$ cat config.mk
export PLATFORM = sky130hd
export DESIGN_NAME = fhc_host_top
export DESIGN_NICKNAME = d
export VERILOG_FILES = /design/src/rtl/fhc_pkg.sv /design/src/rtl/fhc_reg_if.sv /design/src/rtl/fhc_host_top.sv /design/src/rtl/fhc_sync2.sv /design/src/rtl/fhc_axil_slave.sv
export SDC_FILE = /design/constraint.sdc
export NUM_CORES = 1
export LEC_CHECK = 0
export ABC_AREA = 1
export BUFFER_PORTS_ARGS = -buffer_cell sky130_fd_sc_hd__buf_4
export CAP_MARGIN = 20
export CORE_UTILIZATION = 49
export CTS_BUF_LIST = sky130_fd_sc_hd__clkbuf_4 sky130_fd_sc_hd__clkbuf_8 sky130_fd_sc_hd__clkbuf_16
export CTS_CLUSTER_DIAMETER = 60
export DETAILED_ROUTE_END_ITERATION = 7
export GPL_ROUTABILITY_DRIVEN = 0
export GPL_TIMING_DRIVEN = 0
export PLACE_DENSITY = 0.8
export SYNTH_ARGS = -nofsm -noshare
export SYNTH_HDL_FRONTEND = slang
export SYNTH_SLANG_ARGS = --single-unit
$ cat constraint.sdc
create_clock -name clk -period 3.3 [get_ports clk]
set_input_delay 0.165 -clock clk [delete_from_list [all_inputs] [get_ports clk]]
set_output_delay 0.165 -clock clk [all_outputs]
set_load 0.01 [all_outputs]
$ cat src/rtl/fhc_pkg.sv
/*
 fifo host controller package: timing, register map, states.
 assumes a 25 MHz system clock and a 32-bit AXI4-Lite register bus.
*/
package fhc_pkg;
   // ==========================================
   // timing
   localparam int CLK_NS = 40;
   // least times round up, never below one cycle
   function automatic int ns2cyc(input int ns);
      int c;
      c = (ns + CLK_NS - 1) / CLK_NS;
      ns2cyc = (c < 1) ? 1 : c;
   endfunction
   localparam int WRITE_LOW_NS = 50;
   // access time plus two synchroniser stages before sampling
   localparam int READ_LOW_NS = 160;
   localparam int RESET_LOW_NS = 80;
   localparam int RESET_MARGIN_NS = 80;
   localparam int REPLAY_LOW_NS = 80;
   localparam int SETTLE_NS = 160;
   localparam int WRITE_LOW_CYC = ns2cyc(WRITE_LOW_NS);
   localparam int READ_LOW_CYC = ns2cyc(READ_LOW_NS);
   localparam int RESET_LOW_CYC = ns2cyc(RESET_LOW_NS);
   localparam int RESET_MARGIN_CYC = ns2cyc(RESET_MARGIN_NS);
   localparam int REPLAY_LOW_CYC = ns2cyc(REPLAY_LOW_NS);
   localparam int SETTLE_CYC = ns2cyc(SETTLE_NS);
   localparam int TMR_W = 4;
   // ==========================================
   // device
   localparam int WORD_W = 9;
   localparam int DEPTH = 2048;
   // ==========================================
   // register map
   localparam int ADDR_W = 5;
   localparam logic [4:0] A_CFG = 5'h00;
   localparam logic [4:0] A_CMD = 5'h04;
   localparam logic [4:0] A_WDATA = 5'h08;
   localparam logic [4:0] A_RDATA = 5'h0c;
   localparam logic [4:0] A_STATUS = 5'h10;
   localparam int CFG_DEPTH = 0;
   localparam int CFG_FIRST = 1;
   localparam int CMD_RESET = 0;
   localparam int CMD_REPLAY = 1;
   localparam int CMD_READ = 2;
   localparam int RD_VALID = 9;
   localparam logic [1:0] RESP_OKAY = 2'h0;
   localparam logic [1:0] RESP_SLVERR = 2'h2;
   function automatic logic regHit(input logic [4:0] a);
      regHit = (a == A_CFG) || (a == A_CMD) || (a == A_WDATA) ||
         (a == A_RDATA) || (a == A_STATUS);
   endfunction
   function automatic logic [31:0] applyStrb(input logic [31:0] d,
         input logic [3:0] s);
      applyStrb = d & {{8{s[3]}}, {8{s[2]}}, {8{s[1]}}, {8{s[0]}}};
   endfunction
   // ==========================================
   // sequencer states
   typedef enum logic [6:0] {
      S_IDLE = 7'h01,
      S_RSTLOW = 7'h02,
      S_RSTHOLD = 7'h04,
      S_WRLOW = 7'h08,
      S_RDLOW = 7'h10,
      S_RTLOW = 7'h20,
      S_RECOVER = 7'h40
   } fhc_state_e;
endpackage

$ cat src/rtl/fhc_reg_if.sv
/*
 register access carrier between the bus slave and the controller core.
 assumes one clock; strobes are one-cycle pulses.
*/
interface fhc_reg_if;
   logic wrEn;
   logic [4:0] wrAddr;
   logic [31:0] wrData;
   logic [3:0] wrStrb;
   logic rdEn;
   logic [4:0] rdAddr;
   logic [31:0] rdData;
   modport slave (output wrEn, wrAddr, wrData, wrStrb, rdEn, rdAddr,
      input rdData);
   modport regs (input wrEn, wrAddr, wrData, wrStrb, rdEn, rdAddr,
      output rdData);
endinterface

$ cat src/rtl/fhc_host_top.sv
/*
 host controller for a 2048 x 9 strobe-driven fifo: software orders a
 reset, write, read or replay over AXI4-Lite; the core drives the pins.
 assumes the fifo pins are asynchronous to clk and the expansion ring,
 when used, is wired on the board.
*/
// Behaviour
// the fifo holds 2048 nine-bit words with separate write and read pointers.
// pointers wrap after 2047; flags follow the pointer difference.
// read strobe falling starts a read unless empty flag is low.
// read data floats unless reading, non-empty and the active reader.
// write strobe falling starts a write unless full flag is low.
// write data is stored on the write strobe rising edge, in sequence.
// a pointer advances only if its flag was high at cycle start.
// reset zeroes pointers, empty flag low, full and half-full high.
// host resets after power up, strobes high around reset rising edge.
// host performs a reset cycle before any other operation.
// chain input and first-load are sampled in reset to pick mode.
// board closes the expansion ring, each chain output to next input.
// the shared pin is chain output in depth, else half-full flag.
// half-full goes low at the write making the count 1025.
// half-full returns high at the read leaving 1024 or fewer.
// full flag falls on the write making the count 2048.
// full flag rises after the first read following full.
// empty flag rises after the first write into an empty fifo.
// empty flag falls on the read that empties the fifo.
// a write begun while full completes after the flag rises.
// a read begun while empty waits; reader holds strobe long enough.
// replay pulse in single mode rewinds only the read pointer.
// in depth mode the chain handshake enables each device's control.
// chain output pulses when the last location is written or read.
// in depth mode first-load is low on the first device only.
// the reader keeps read strobe high during the replay pulse.
// concurrent write and read each move their own pointer.
module fhc_host_top import fhc_pkg::*; (
   // clock and reset
   input wire logic clk,
   input wire logic rst,
   // AXI4-Lite register bus
   input wire logic s_axi_awvalid,
   output logic s_axi_awready,
   input wire logic [fhc_pkg::ADDR_W-1:0] s_axi_awaddr,
   input wire logic s_axi_wvalid,
   output logic s_axi_wready,
   input wire logic [31:0] s_axi_wdata,
   input wire logic [3:0] s_axi_wstrb,
   output logic s_axi_bvalid,
   input wire logic s_axi_bready,
   output logic [1:0] s_axi_bresp,
   input wire logic s_axi_arvalid,
   output logic s_axi_arready,
   input wire logic [fhc_pkg::ADDR_W-1:0] s_axi_araddr,
   output logic s_axi_rvalid,
   input wire logic s_axi_rready,
   output logic [31:0] s_axi_rdata,
   output logic [1:0] s_axi_rresp,
   // fifo control pins
   output logic reset_n,
   output logic write_strobe_n,
   output logic read_strobe_n,
   output logic first_load_or_replay_n,
   output logic [fhc_pkg::WORD_W-1:0] write_data_in,
   // fifo status and data pins
   input wire logic [fhc_pkg::WORD_W-1:0] read_data_out,
   input wire logic empty_flag_n,
   input wire logic full_flag_n,
   input wire logic chain_out_or_half_full_n
);
   import fhc_pkg::*;

   fhc_reg_if regs ();
   fhc_state_e state_q;
   logic [TMR_W-1:0] timer_q;
   logic cfgDepth_q, cfgFirst_q, initDone_q;
   logic reqRst_q, reqRt_q, reqWr_q, reqRd_q;
   logic [WORD_W-1:0] wdata_q, rdWord_q;
   logic rdValid_q;
   logic [WORD_W+2:0] pinSync;
   logic [WORD_W-1:0] dataS;
   logic emptyS_n, fullS_n, halfS_n;
   logic [31:0] wv;
   logic cfgWe, cmdWe, wdataWe, rdataRe, idle, tDone;
   logic goRst, goRt, goWr, goRd, busy;

   fhc_axil_slave u_slave (
      .clk(clk),
      .rst(rst),
      .s_axi_awvalid(s_axi_awvalid),
      .s_axi_awready(s_axi_awready),
      .s_axi_awaddr(s_axi_awaddr),
      .s_axi_wvalid(s_axi_wvalid),
      .s_axi_wready(s_axi_wready),
      .s_axi_wdata(s_axi_wdata),
      .s_axi_wstrb(s_axi_wstrb),
      .s_axi_bvalid(s_axi_bvalid),
      .s_axi_bready(s_axi_bready),
      .s_axi_bresp(s_axi_bresp),
      .s_axi_arvalid(s_axi_arvalid),
      .s_axi_arready(s_axi_arready),
      .s_axi_araddr(s_axi_araddr),
      .s_axi_rvalid(s_axi_rvalid),
      .s_axi_rready(s_axi_rready),
      .s_axi_rdata(s_axi_rdata),
      .s_axi_rresp(s_axi_rresp),
      .regs(regs)
   );

   // ==========================================
   // pin synchronisers
   fhc_sync2 #(.W(WORD_W + 3), .RST_VAL('0)) u_sync (
      .clk(clk),
      .rst(rst),
      .d({read_data_out, empty_flag_n, full_flag_n,
         chain_out_or_half_full_n}),
      .q(pinSync)
   );
   assign dataS = pinSync[WORD_W+2:3];
   assign emptyS_n = pinSync[2];
   assign fullS_n = pinSync[1];
   assign halfS_n = pinSync[0];

   // ==========================================
   // register decode
   assign wv = applyStrb(regs.wrData, regs.wrStrb);
   assign cfgWe = regs.wrEn && (regs.wrAddr == A_CFG);
   assign cmdWe = regs.wrEn && (regs.wrAddr == A_CMD);
   assign wdataWe = regs.wrEn && (regs.wrAddr == A_WDATA) &&
      (regs.wrStrb != 4'h0);
   assign rdataRe = regs.rdEn && (regs.rdAddr == A_RDATA);

   always_comb begin
      regs.rdData = '0;
      case (regs.rdAddr)
         A_CFG: regs.rdData = {30'h0, cfgFirst_q, cfgDepth_q};
         A_WDATA: regs.rdData = {23'h0, wdata_q};
         A_RDATA: regs.rdData = {22'h0, rdValid_q, rdWord_q};
         A_STATUS: regs.rdData = {26'h0, reqRd_q || reqWr_q, !halfS_n,
            !fullS_n, !emptyS_n, initDone_q, busy};
         default: regs.rdData = '0;
      endcase
   end

   // ==========================================
   // launch decisions
   assign idle = (state_q == S_IDLE);
   assign tDone = (timer_q == '0);
   assign busy = !idle;
   assign goRst = idle && reqRst_q;
   // nothing but reset before init
   // replay only with read strobe idle
   assign goRt = idle && !reqRst_q && initDone_q && reqRt_q && !cfgDepth_q;
   // reads only start when not empty, so none waits on a flag
   assign goWr = idle && !reqRst_q && !goRt && initDone_q && reqWr_q &&
      fullS_n;
   assign goRd = idle && !reqRst_q && !goRt && !goWr && initDone_q &&
      reqRd_q && emptyS_n;

   // ==========================================
   // configuration
   always_ff @(posedge clk or posedge rst) begin
      if (rst) begin
         cfgDepth_q <= 1'b0;
         cfgFirst_q <= 1'b0;
      end else if (cfgWe) begin
         cfgDepth_q <= wv[CFG_DEPTH];
         cfgFirst_q <= wv[CFG_FIRST];
      end
   end

   // ==========================================
   // pending orders: a new order beats the launch clear
   always_ff @(posedge clk or posedge rst) begin
      if (rst) begin
         reqRst_q <= 1'b0;
         reqRt_q <= 1'b0;
         reqRd_q <= 1'b0;
      end else begin
         reqRst_q <= (cmdWe && wv[CMD_RESET]) || (reqRst_q && !goRst);
         reqRt_q <= (cmdWe && wv[CMD_REPLAY]) || (reqRt_q && !goRt);
         reqRd_q <= (cmdWe && wv[CMD_READ]) || (reqRd_q && !goRd);
      end
   end

   // a write waiting on a full fifo simply stays pending here
   always_ff @(posedge clk or posedge rst) begin
      if (rst) begin
         reqWr_q <= 1'b0;
         wdata_q <= '0;
      end else if (wdataWe) begin
         reqWr_q <= 1'b1;
         wdata_q <= wv[WORD_W-1:0];
      end else if (goWr) begin
         reqWr_q <= 1'b0;
      end
   end

   // ==========================================
   // read result
   always_ff @(posedge clk or posedge rst) begin
      if (rst) begin
         rdWord_q <= '0;
         rdValid_q <= 1'b0;
      end else if (state_q == S_RDLOW && tDone) begin
         rdWord_q <= dataS;
         rdValid_q <= 1'b1;
      end else if (rdataRe) begin
         rdValid_q <= 1'b0;
      end
   end

   // ==========================================
   // pin sequencer
   always_ff @(posedge clk or posedge rst) begin
      if (rst) begin
         // power-up reset starts by itself
         state_q <= S_RSTLOW;
         timer_q <= TMR_W'(RESET_LOW_CYC - 1);
         reset_n <= 1'b0;
         write_strobe_n <= 1'b1;
         read_strobe_n <= 1'b1;
         write_data_in <= '0;
         initDone_q <= 1'b0;
      end else begin
         if (!tDone) begin
            timer_q <= timer_q - 1'b1;
         end
         case (state_q)
            S_IDLE: begin
               if (goRst) begin
                  state_q <= S_RSTLOW;
                  timer_q <= TMR_W'(RESET_LOW_CYC - 1);
                  reset_n <= 1'b0;
                  initDone_q <= 1'b0;
               end else if (goRt) begin
                  state_q <= S_RTLOW;
                  timer_q <= TMR_W'(REPLAY_LOW_CYC - 1);
               end else if (goWr) begin
                  state_q <= S_WRLOW;
                  timer_q <= TMR_W'(WRITE_LOW_CYC - 1);
                  write_strobe_n <= 1'b0;
                  write_data_in <= wdata_q;
               end else if (goRd) begin
                  state_q <= S_RDLOW;
                  timer_q <= TMR_W'(READ_LOW_CYC - 1);
                  read_strobe_n <= 1'b0;
               end
            end
            S_RSTLOW: if (tDone) begin
               // strobes stay high through the margin
               state_q <= S_RSTHOLD;
               timer_q <= TMR_W'(RESET_MARGIN_CYC - 1);
               reset_n <= 1'b1;
            end
            S_RSTHOLD: if (tDone) begin
               // only now may data orders run
               state_q <= S_RECOVER;
               timer_q <= TMR_W'(SETTLE_CYC - 1);
               initDone_q <= 1'b1;
            end
            S_WRLOW: if (tDone) begin
               state_q <= S_RECOVER;
               timer_q <= TMR_W'(SETTLE_CYC - 1);
               write_strobe_n <= 1'b1;
            end
            S_RDLOW: if (tDone) begin
               state_q <= S_RECOVER;
               timer_q <= TMR_W'(SETTLE_CYC - 1);
               read_strobe_n <= 1'b1;
            end
            S_RTLOW: if (tDone) begin
               state_q <= S_RECOVER;
               timer_q <= TMR_W'(SETTLE_CYC - 1);
            end
            // flags must settle and cross the synchroniser
            S_RECOVER: if (tDone) begin
               state_q <= S_IDLE;
            end
            default: begin
               state_q <= S_IDLE;
            end
         endcase
      end
   end

   // ==========================================
   // shared first-load / replay pin
   // board ring, strap held steady
   always_ff @(posedge clk or posedge rst) begin
      if (rst) begin
         first_load_or_replay_n <= 1'b1;
      end else if (cfgDepth_q) begin
         first_load_or_replay_n <= !cfgFirst_q;
      end else begin
         first_load_or_replay_n <= !(goRt || (state_q == S_RTLOW && !tDone));
      end
   end
endmodule

$ cat src/rtl/fhc_sync2.sv
/*
 two-stage synchroniser for the fifo pins.
 assumes inputs are asynchronous levels; bits are not coherent as a word.
*/
module fhc_sync2 #(
   parameter int W = 1,
   parameter logic [W-1:0] RST_VAL = '0
) (
   // clock and reset
   input wire logic clk,
   input wire logic rst,
   // levels
   input wire logic [W-1:0] d,
   output logic [W-1:0] q
);
   logic [W-1:0] meta_q;
   always_ff @(posedge clk or posedge rst) begin
      if (rst) begin
         meta_q <= RST_VAL;
         q <= RST_VAL;
      end else begin
         meta_q <= d;
         q <= meta_q;
      end
   end
endmodule

$ cat src/rtl/fhc_axil_slave.sv
/*
 AXI4-Lite slave: turns bus transfers into register strobes.
 assumes one write and one read outstanding; unmapped words get SLVERR.
*/
module fhc_axil_slave import fhc_pkg::*; (
   // clock and reset
   input wire logic clk,
   input wire logic rst,
   // write address and data
   input wire logic s_axi_awvalid,
   output logic s_axi_awready,
   input wire logic [fhc_pkg::ADDR_W-1:0] s_axi_awaddr,
   input wire logic s_axi_wvalid,
   output logic s_axi_wready,
   input wire logic [31:0] s_axi_wdata,
   input wire logic [3:0] s_axi_wstrb,
   // write response
   output logic s_axi_bvalid,
   input wire logic s_axi_bready,
   output logic [1:0] s_axi_bresp,
   // read
   input wire logic s_axi_arvalid,
   output logic s_axi_arready,
   input wire logic [fhc_pkg::ADDR_W-1:0] s_axi_araddr,
   output logic s_axi_rvalid,
   input wire logic s_axi_rready,
   output logic [31:0] s_axi_rdata,
   output logic [1:0] s_axi_rresp,
   // register side
   fhc_reg_if.slave regs
);
   logic awHeld_q, wHeld_q, wrGo, arGo;
   logic [4:0] awAddr_q;
   logic [31:0] wData_q;
   logic [3:0] wStrb_q;

   // ==========================================
   // write path: address and data in either order
   assign s_axi_awready = !awHeld_q && !s_axi_bvalid;
   assign s_axi_wready = !wHeld_q && !s_axi_bvalid;
   assign wrGo = awHeld_q && wHeld_q && !s_axi_bvalid;
   assign regs.wrEn = wrGo && regHit(awAddr_q);
   assign regs.wrAddr = awAddr_q;
   assign regs.wrData = wData_q;
   assign regs.wrStrb = wStrb_q;

   always_ff @(posedge clk or posedge rst) begin
      if (rst) begin
         awHeld_q <= 1'b0;
         awAddr_q <= '0;
      end else if (wrGo) begin
         awHeld_q <= 1'b0;
      end else if (s_axi_awvalid && s_axi_awready) begin
         awHeld_q <= 1'b1;
         awAddr_q <= s_axi_awaddr;
      end
   end

   always_ff @(posedge clk or posedge rst) begin
      if (rst) begin
         wHeld_q <= 1'b0;
         wData_q <= '0;
         wStrb_q <= '0;
      end else if (wrGo) begin
         wHeld_q <= 1'b0;
      end else if (s_axi_wvalid && s_axi_wready) begin
         wHeld_q <= 1'b1;
         wData_q <= s_axi_wdata;
         wStrb_q <= s_axi_wstrb;
      end
   end

   always_ff @(posedge clk or posedge rst) begin
      if (rst) begin
         s_axi_bvalid <= 1'b0;
         s_axi_bresp <= RESP_OKAY;
      end else if (wrGo) begin
         s_axi_bvalid <= 1'b1;
         s_axi_bresp <= regHit(awAddr_q) ? RESP_OKAY : RESP_SLVERR;
      end else if (s_axi_bready) begin
         s_axi_bvalid <= 1'b0;
      end
   end

   // ==========================================
   // read path
   assign s_axi_arready = !s_axi_rvalid;
   assign arGo = s_axi_arvalid && s_axi_arready;
   assign regs.rdEn = arGo && regHit(s_axi_araddr);
   assign regs.rdAddr = s_axi_araddr;

   always_ff @(posedge clk or posedge rst) begin
      if (rst) begin
         s_axi_rvalid <= 1'b0;
         s_axi_rdata <= '0;
         s_axi_rresp <= RESP_OKAY;
      end else if (arGo) begin
         s_axi_rvalid <= 1'b1;
         s_axi_rdata <= regHit(s_axi_araddr) ? regs.rdData : '0;
         s_axi_rresp <= regHit(s_axi_araddr) ? RESP_OKAY : RESP_SLVERR;
      end else if (s_axi_rready) begin
         s_axi_rvalid <= 1'b0;
      end
   end
endmodule

==> summary.md, run 1 <==
| Metric | Value |
|---|---|
| Post-synth EDFFs | 0 |
| Synthesized netlist cell count | 466 |
| CP startpoint | timer_q[0] |
| N_diodes | 0 |
| Post-synthesis cell type count | 37 |
| R2R setup slack | 1.50 ns |
| DRT iter0 DRCs | 155 |
| Hold slack | 0.0162 ns |
| Port Buf Inserts | 71 |
| Total power | 3.35 mW |
| Design Area, Final | 0.00588 sq mm |
| Min cycle time layout | 1.80 ns |
| Total Nets Final | 657 |
| DRT Pass-1 Iters | 8 |
| Main combinational cell family by area after synthesis | simple AND/OR/NAND/NOR gates |
| Worst Max-Slew Pin Slew | 0.605 ns |
| Largest net degree at the start of global routing | 62 |
| CTS Buffer Depth | 2 |
| Flops & latches, synth | 108 |
| Initial Utilization | 50.6% |
| Area grow syn2layout | 25.7% |
| First-pass GRT wire length | 15.8 mm |
| Slew Viols, Final | 0 |
| Grt total ovfl | 0 |
| Critical path class | flop to flop |
| Final worst-path cycle share | 54.4% |
| P_leak | 3.01 nW |
| Reg clk slew, reported paths | 0.11 ns |
| Top_reg_cell synth | dfrtp_1 |
| # rows | 35 |
| Xor/xnor share of the synthesized area | 0.187% |
| CTS resizes | 0 |
| CTS tree | built |
| HP Class | primary input to flop |
| Status | completed |
| I/O pin count | 119 |
| Area leader, netlist | dfrtp_1 |
| Max transition margin | 59.7% |
| RR Endpoint | rdWord_q[2] |
| DIE AREA | 0.00993 sq mm |
| Detailed-route via count | 3509 |
| Horiz. Die Dim | 99.7 microns |
| FF/Latch Area | 0.00271 sq mm |
| P per Cell Area | 570 mW/mm^2 |
| Overall Global Routing Usage | 20.5% |
| CP startpoint kind | flop |
| Async set-reset flop share out of synthesis | 100% |
| Crit. End Element | flop |
| Number of global-route vias before repair | 3486 |
| Max-Cap Viols | 0 |
| Share of layout cells above drive strength 1 | 31.1% |
| Crit path required time | 3.56 ns |
| Initial antenna violation count | 0 |
| Worst vdd ir | 0.404 mV |
| Dpl hpwl | 7.09 mm |
| Setup crit end | rdWord_q[2] |
| Mux cell area share after synthesis | 6.26% |
| Fmax | 0.557 GHz |
| Syn_area_per_cell | 10.0 sq um |
| Seq/Total Area, Yosys | 57.9% |
| DRT Wirelength | 9.45 mm |
| Fillcell total | 743 |
| WHS Path Cells | 2 |
| Worst-path maximum fanout | 10 |
| CTS H-tree depth | 3 |
| Routed len/inst | 13.1 microns |
| Multi-input gate area | 0.00164 sq mm |
| Final setup fails | 0 |
| Reg2Reg Depth | 7 |
| FF-to-FF Start | timer_q[0] |
| Post-synthesis instance area | 0.00467 sq mm |
| Via density | 4.85 |
| Routed Antenna Nets | 0 |
| Die Height | 99.7 microns |
| Simple-gate portion of the synthesized area | 19.4% |
| Area contributors post-synth | dfrtp_1 55%, nand2_1 10%, mux2_2 6.3%, buf_4 4.0%, o21ai_0 3.0% |
| Commonest cells in the netlist | 124 x nand2_1, 103 x dfrtp_1, 37 x inv_1 |
| CTS Sinks | 108 |
| Core area | 0.00924 sq mm |
| Synth top area share | 55.1% |
| RSZ-0062 raised after global routing | false |
| CTS Root Cell | clkbuf_8 |
| CTS buffer count | 9 |
| Residual DRC | 0 |
| Final Hold Vio Count | 0 |
| Synth Area in Compound Gates | 6.83% |
| Clock Latency Late Sink | 0.37 ns |
| Adder-cell share of the synthesized area | 0.535% |
| CP arrival | 2.06 ns |
| Placed Area | 0.00549 sq mm |
| Yosys Warn Count | 0 |
| Layout Skew | 0.0105 ns |
| Top-count cell post-synth | nand2_1 |
-- critical path: stages (launching register included) --
cell and delay (ns):
dfstp_2 0.55, inv_1 0.06, ha_1 0.21, nand2_1 0.09, nor2_1 0.06, buf_2 0.19, nand2_4 0.17, mux2_2 0.36
-- timing repair --
| action | CTS | global route |
|---|---|---|
| endpoints found under the hold margin | 59 | 3 |
| buffers inserted | 0 | 0 |
| hold buffers | 15 | 3 |
-- logic make-up after synthesis --
logic type | after synthesis
other | 1
adder cells (fa/ha/maj) | 2
flip-flops | 108
buffers and inverters | 76
XOR/XNOR | 1
AND/OR/NAND/NOR | 200
multiplexers | 26
AO/OA/AOI/OAI | 52
-- worst min path at each step --
stage	startpoint	end	slack [ns]
floorplan	chain_out_or_half_full_n	u_sync.meta_q[0]	0.20
global placement	read_data_out[4]	u_sync.meta_q[7]	0.27
detailed placement	read_data_out[3]	u_sync.meta_q[6]	0.28
CTS	s_axi_wdata[3]	u_slave.regs.wrData[3]	0.006
global route	s_axi_wdata[0]	u_slave.regs.wrData[0]	0.004
finish	s_axi_wdata[3]	u_slave.regs.wrData[3]	0.02
-- cells in the final DEF, fill, tap and decap left out, types with 10 or more instances in the layout --
cell / netlist / routed
nand2_1: 124 / 124
dfrtp_1: 103 / 103
buf_4: 25 / 96
inv_1: 37 / 36
nor2_1: 28 / 28
o21ai_0: 28 / 28
mux2_2: 26 / 26
conb_1: 1 / 24
nand3_1: 20 / 20
dlygate4sd3_1: 0 / 18
clkbuf_8: 1 / 10
o21ai_2: 10 / 10
-- cell type report --
class                   instances  share of cell area (%)
repair buffers                 90                    12.6
inverters                      45                    2.94
well taps                     129                    2.75
plain buffers                  31                    4.04
flip-flops and latches        108                    46.1
clock inverters                 7                    1.51
clock buffers                   9                    2.11
multi-input cells             305                    28.0
-- sequential cells by signal, indices dropped and copies added (netlist names), 7 cells and up --
name                 flops
u_sync.meta_q           12
u_sync.q                12
u_slave.s_axi_rdata     10
rdWord_q                 9
u_slave.regs.wrData      9
wdata_q                  9
write_data_in            9
state_q                  7
-- layer usage --
metal	global-route usage, %	routed length, microns	vias up
li1	-	-	1710
met1	26.5	4110	1654
met2	33.5	4670	125
met3	4.22	442	20
met4	8.82	222	0
met5	0	0	-
-- power by group --
part	leakage [nW]	internal (mW)	switching [mW]
clock network	0.107	0.312	0.504
logic	1.54	0.380	0.464
registers	1.36	1.55	0.143
total	3.01	2.24	1.11
-- per-stage QoR --
step	setup slack [ns]	setup TNS (ns)	cells	util [%]
after floorplan	0.298	0	489	-
after CTS	1.51	0	721	63.3
after global placement	-0.720	-73.74	689	59.0
after detailed placement	1.53	0	690	59.4
after global routing	1.47	0	724	63.6
final	1.50	0	724	63.6
Note: power is estimated with default switching activity, not from simulation.
==> run 2, diff against run 1 <==
CORE_UTILIZATION = 48   (was 49)
PLACE_DENSITY = 0.81   (was 0.8)
clock period = 1.55 ns   (was 3.3 ns; I/O delays follow)
==> run 2 against run 1 <==
Compared with the run above: the flow now finishes with violations (setup timing); maximum frequency is 6.0% higher; first-iteration DRC count rose by 75%; sequential power is 120% higher; global-route usage is 2.7 points higher; worst setup slack lost 1.6 ns; critical path depth increased by 3.
==> summary.md, run 2 (synthesis gave the netlist of run 1 again) <==
| Metric | Value |
|---|---|
| Grt met2 use | 40.0% (was 33.5%) |
| Most frequent cells in the layout | 118 x buf_4, 103 x dfrtp_1, 98 x nand2_1, 33 x dlygate4sd3_1, 29 x inv_1 (was 124 x nand2_1, 103 x dfrtp_1, 96 x buf_4, 36 x inv_1) |
| Biggest registers after layout | u_sync.meta_q: 12 flops, u_sync.q: 12 flops, u_slave.s_axi_rdata: 10 flops (unchanged) |
| CP arrival | 1.96 ns (was 2.06 ns) |
| Layout Skew | 0.0117 ns (was 0.0105 ns) |
| Grt peak-use layer | met2 (unchanged) |
| Slew Viols, Final | 0 (unchanged) |
| Reg clk slew, reported paths | 0.11 ns (about the same) |
| Critical path class | flop to flop (unchanged) |
| CP startpoint kind | flop (unchanged) |
| CTS H-tree depth | 3 (unchanged) |
| M1 GR Usage | 28.1% (was 26.5%) |
| Die Height | 101 microns (was 99.7 microns) |
| CTS Buffer Depth | 2 (unchanged) |
| Most common cell after layout, fill and taps aside | buf_4 (was nand2_1) |
| DRT Pass-1 Iters | 4 (was 8) |
| Worst Max-Slew Pin Slew | 0.528 ns (was 0.605 ns) |
| Overall Global Routing Usage | 23.1% (was 20.5%) |
| Pint | 5.06 mW (was 2.24 mW) |
| Met3 GRT Util | 4.23% (was 4.22%) |
| Combinational power share | 30.6% (was 25.2%) |
| Failing checks | setup timing |
| Worst vdd ir | 1.02 mV (was 0.404 mV) |
| Via density | 5.08 (was 4.85) |
| Sequential Power Share | 47.5% (was 50.5%) |
| Status | finished with violations (was completed) |
| Crit. End Element | flop (unchanged) |
| CTS Sinks | 108 (unchanged) |
| Area grow syn2layout | 42.7% (was 25.7%) |
| Grt total ovfl | 0 (unchanged) |
| Residual DRC | 0 (unchanged) |
| Core area | 0.00933 sq mm (was 0.00924 sq mm) |
| RR Endpoint | state_q[5] (was rdWord_q[2]) |
| WHS Endpoint | u_slave.s_axi_rdata[9] (was u_slave.regs.wrData[3]) |
| Port Buf Inserts | 71 (unchanged) |
| Final worst-path cycle share | 109% (was 54.4%) |
| Max-Cap Viols | 0 (unchanged) |
| Placed Area | 0.00552 sq mm (was 0.00549 sq mm) |
| Largest net degree at the start of global routing | 46 (was 62) |
| P_leak | 3.30 nW (was 3.01 nW) |
| Dpl hpwl | 7.17 mm (was 7.09 mm) |
| First-pass GRT wire length | 17.9 mm (was 15.8 mm) |
| CTS tree | built (unchanged) |
| Routed Antenna Nets | 0 (unchanged) |
| I/O pin count | 119 (unchanged) |
| Sw Pwr | 2.69 mW (was 1.11 mW) |
| WHS Path Cells | 3 (was 2) |
| Total power | 7.75 mW (was 3.35 mW) |
| R2R setup slack | -0.14 ns (was 1.50 ns) |
| Total Nets Final | 703 (was 657) |
| Design Area, Final | 0.00667 sq mm (was 0.00588 sq mm) |
| RSZ-0062 raised after global routing | true (was false) |
| CTS Root Cell | clkbuf_8 (unchanged) |
| DRT iter0 DRCs | 271 (was 155) |
| Number of global-route vias before repair | 3775 (was 3486) |
| Horiz. Die Dim | 101 microns (was 99.7 microns) |
| Clock Latency Late Sink | 0.37 ns (about the same) |
| Routed len/inst | 15.4 microns (was 13.1 microns) |
| P per Cell Area | 1160 mW/mm^2 (was 570 mW/mm^2) |
| Final Hold Vio Count | 0 (unchanged) |
| FF-to-FF Start | state_q[1] (was timer_q[0]) |
| Place WS | -0.126 ns (was 1.53 ns) |
| Initial antenna violation count | 0 (unchanged) |
| Min cycle time layout | 1.69 ns (was 1.80 ns) |
| HP Start | s_axi_araddr[2] (was s_axi_wdata[3]) |
| Crit path required time | 1.82 ns (was 3.56 ns) |
| Share of layout cells above drive strength 1 | 42.4% (was 31.1%) |
| HP Class | primary input to flop (unchanged) |
| Reg2Reg Depth | 10 (was 7) |
| Max transition margin | 64.4% (was 59.7%) |
| Clock power share | 21.9% (was 24.3%) |
| DRT Wirelength | 11.9 mm (was 9.45 mm) |
| DIE AREA | 0.0101 sq mm (was 0.00993 sq mm) |
| # rows | 35 (unchanged) |
| N_diodes | 0 (unchanged) |
| CTS buffer count | 9 (unchanged) |
| Worst-path maximum fanout | 4 (was 10) |
| Initial Utilization | 50.1% (was 50.6%) |
| Detailed-route via count | 3914 (was 3509) |
| Post-route setup slack | -0.144 ns (was 1.50 ns) |
| Sw Ratio | 34.7% (was 33.1%) |
| Fmax | 0.590 GHz (was 0.557 GHz) |
| Final setup fails | 26 (was 0) |
## run 2: metrics by stage
stage	util, %	hold slack, ns	std cells	setup TNS, ns
finish	71.5	0.0897	770	-1.07
floorplan	-	0.109	489	0
detailed placement	59.2	0.155	691	-2.47
global placement	58.8	0.187	689	-45.12
global route	71.5	0.0874	770	-4.00
CTS	68.2	0.0702	761	-0.159
## run 2: what timing repair did
item                                    in CTS  in global routing
endpoints found under the setup margin      36                 51
gates cloned                                 3                  1
buffers inserted                            18                  8
pin swaps                                   23                 24
hold endpoints to repair                    54                  0
hold buffers                                33                  0
gates resized for setup                     37                 66
## run 2: worst max-delay path: stages (launching register included)
cell and delay (ns):
dfstp_2 0.57, nor2_2 0.06, nand2_2 0.10, nor3_4 0.06
buf_12 0.14, nor2_4 0.14, nand3_4 0.10, o21ai_4 0.19
nand2_1 0.09, nand2_1 0.08, nand2_1 0.07
## run 2: how the worst max path moves through the flow
stage	endpoint	from	depth (start not counted)
after floorplan	rdWord_q[1]	timer_q[0]	7
after global placement	u_slave.s_axi_rdata[8]	rst	2
after detailed placement	state_q[5]	state_q[1]	9
after CTS	write_data_in[4]	state_q[2]	9
after global routing	state_q[5]	state_q[5]	10
final	state_q[5]	state_q[1]	10
## run 2: per-layer routing
metal,vias to the layer above,share of wire (%)
li1,1798,-
met1,1905,39
met2,166,52
met3,45,5.4
met4,0,3.6
met5,-,0
## run 2: power by group through the flow
stage / sequential [mW] / clock (mW) / combinational (mW)
detailed placement: 3.65 / 0 / 1.78
global route: 3.73 / 1.83 / 2.59
finish: 3.69 / 1.69 / 2.37
global placement: 3.63 / 0 / 1.68
CTS: 3.61 / 1.71 / 2.07
floorplan: 3.59 / 0 / 1.30
## run 2: layout make-up
type                       count  area (sq um)
timing repair buffer         134          1170
multi-input combinational    307          2010
clock buffer                   9           124
fill                         606          2660
clock inverter                 7          75.1
buffer                        31           248
inverter                      45           175
sequential                   108          2710
tap                          129           161
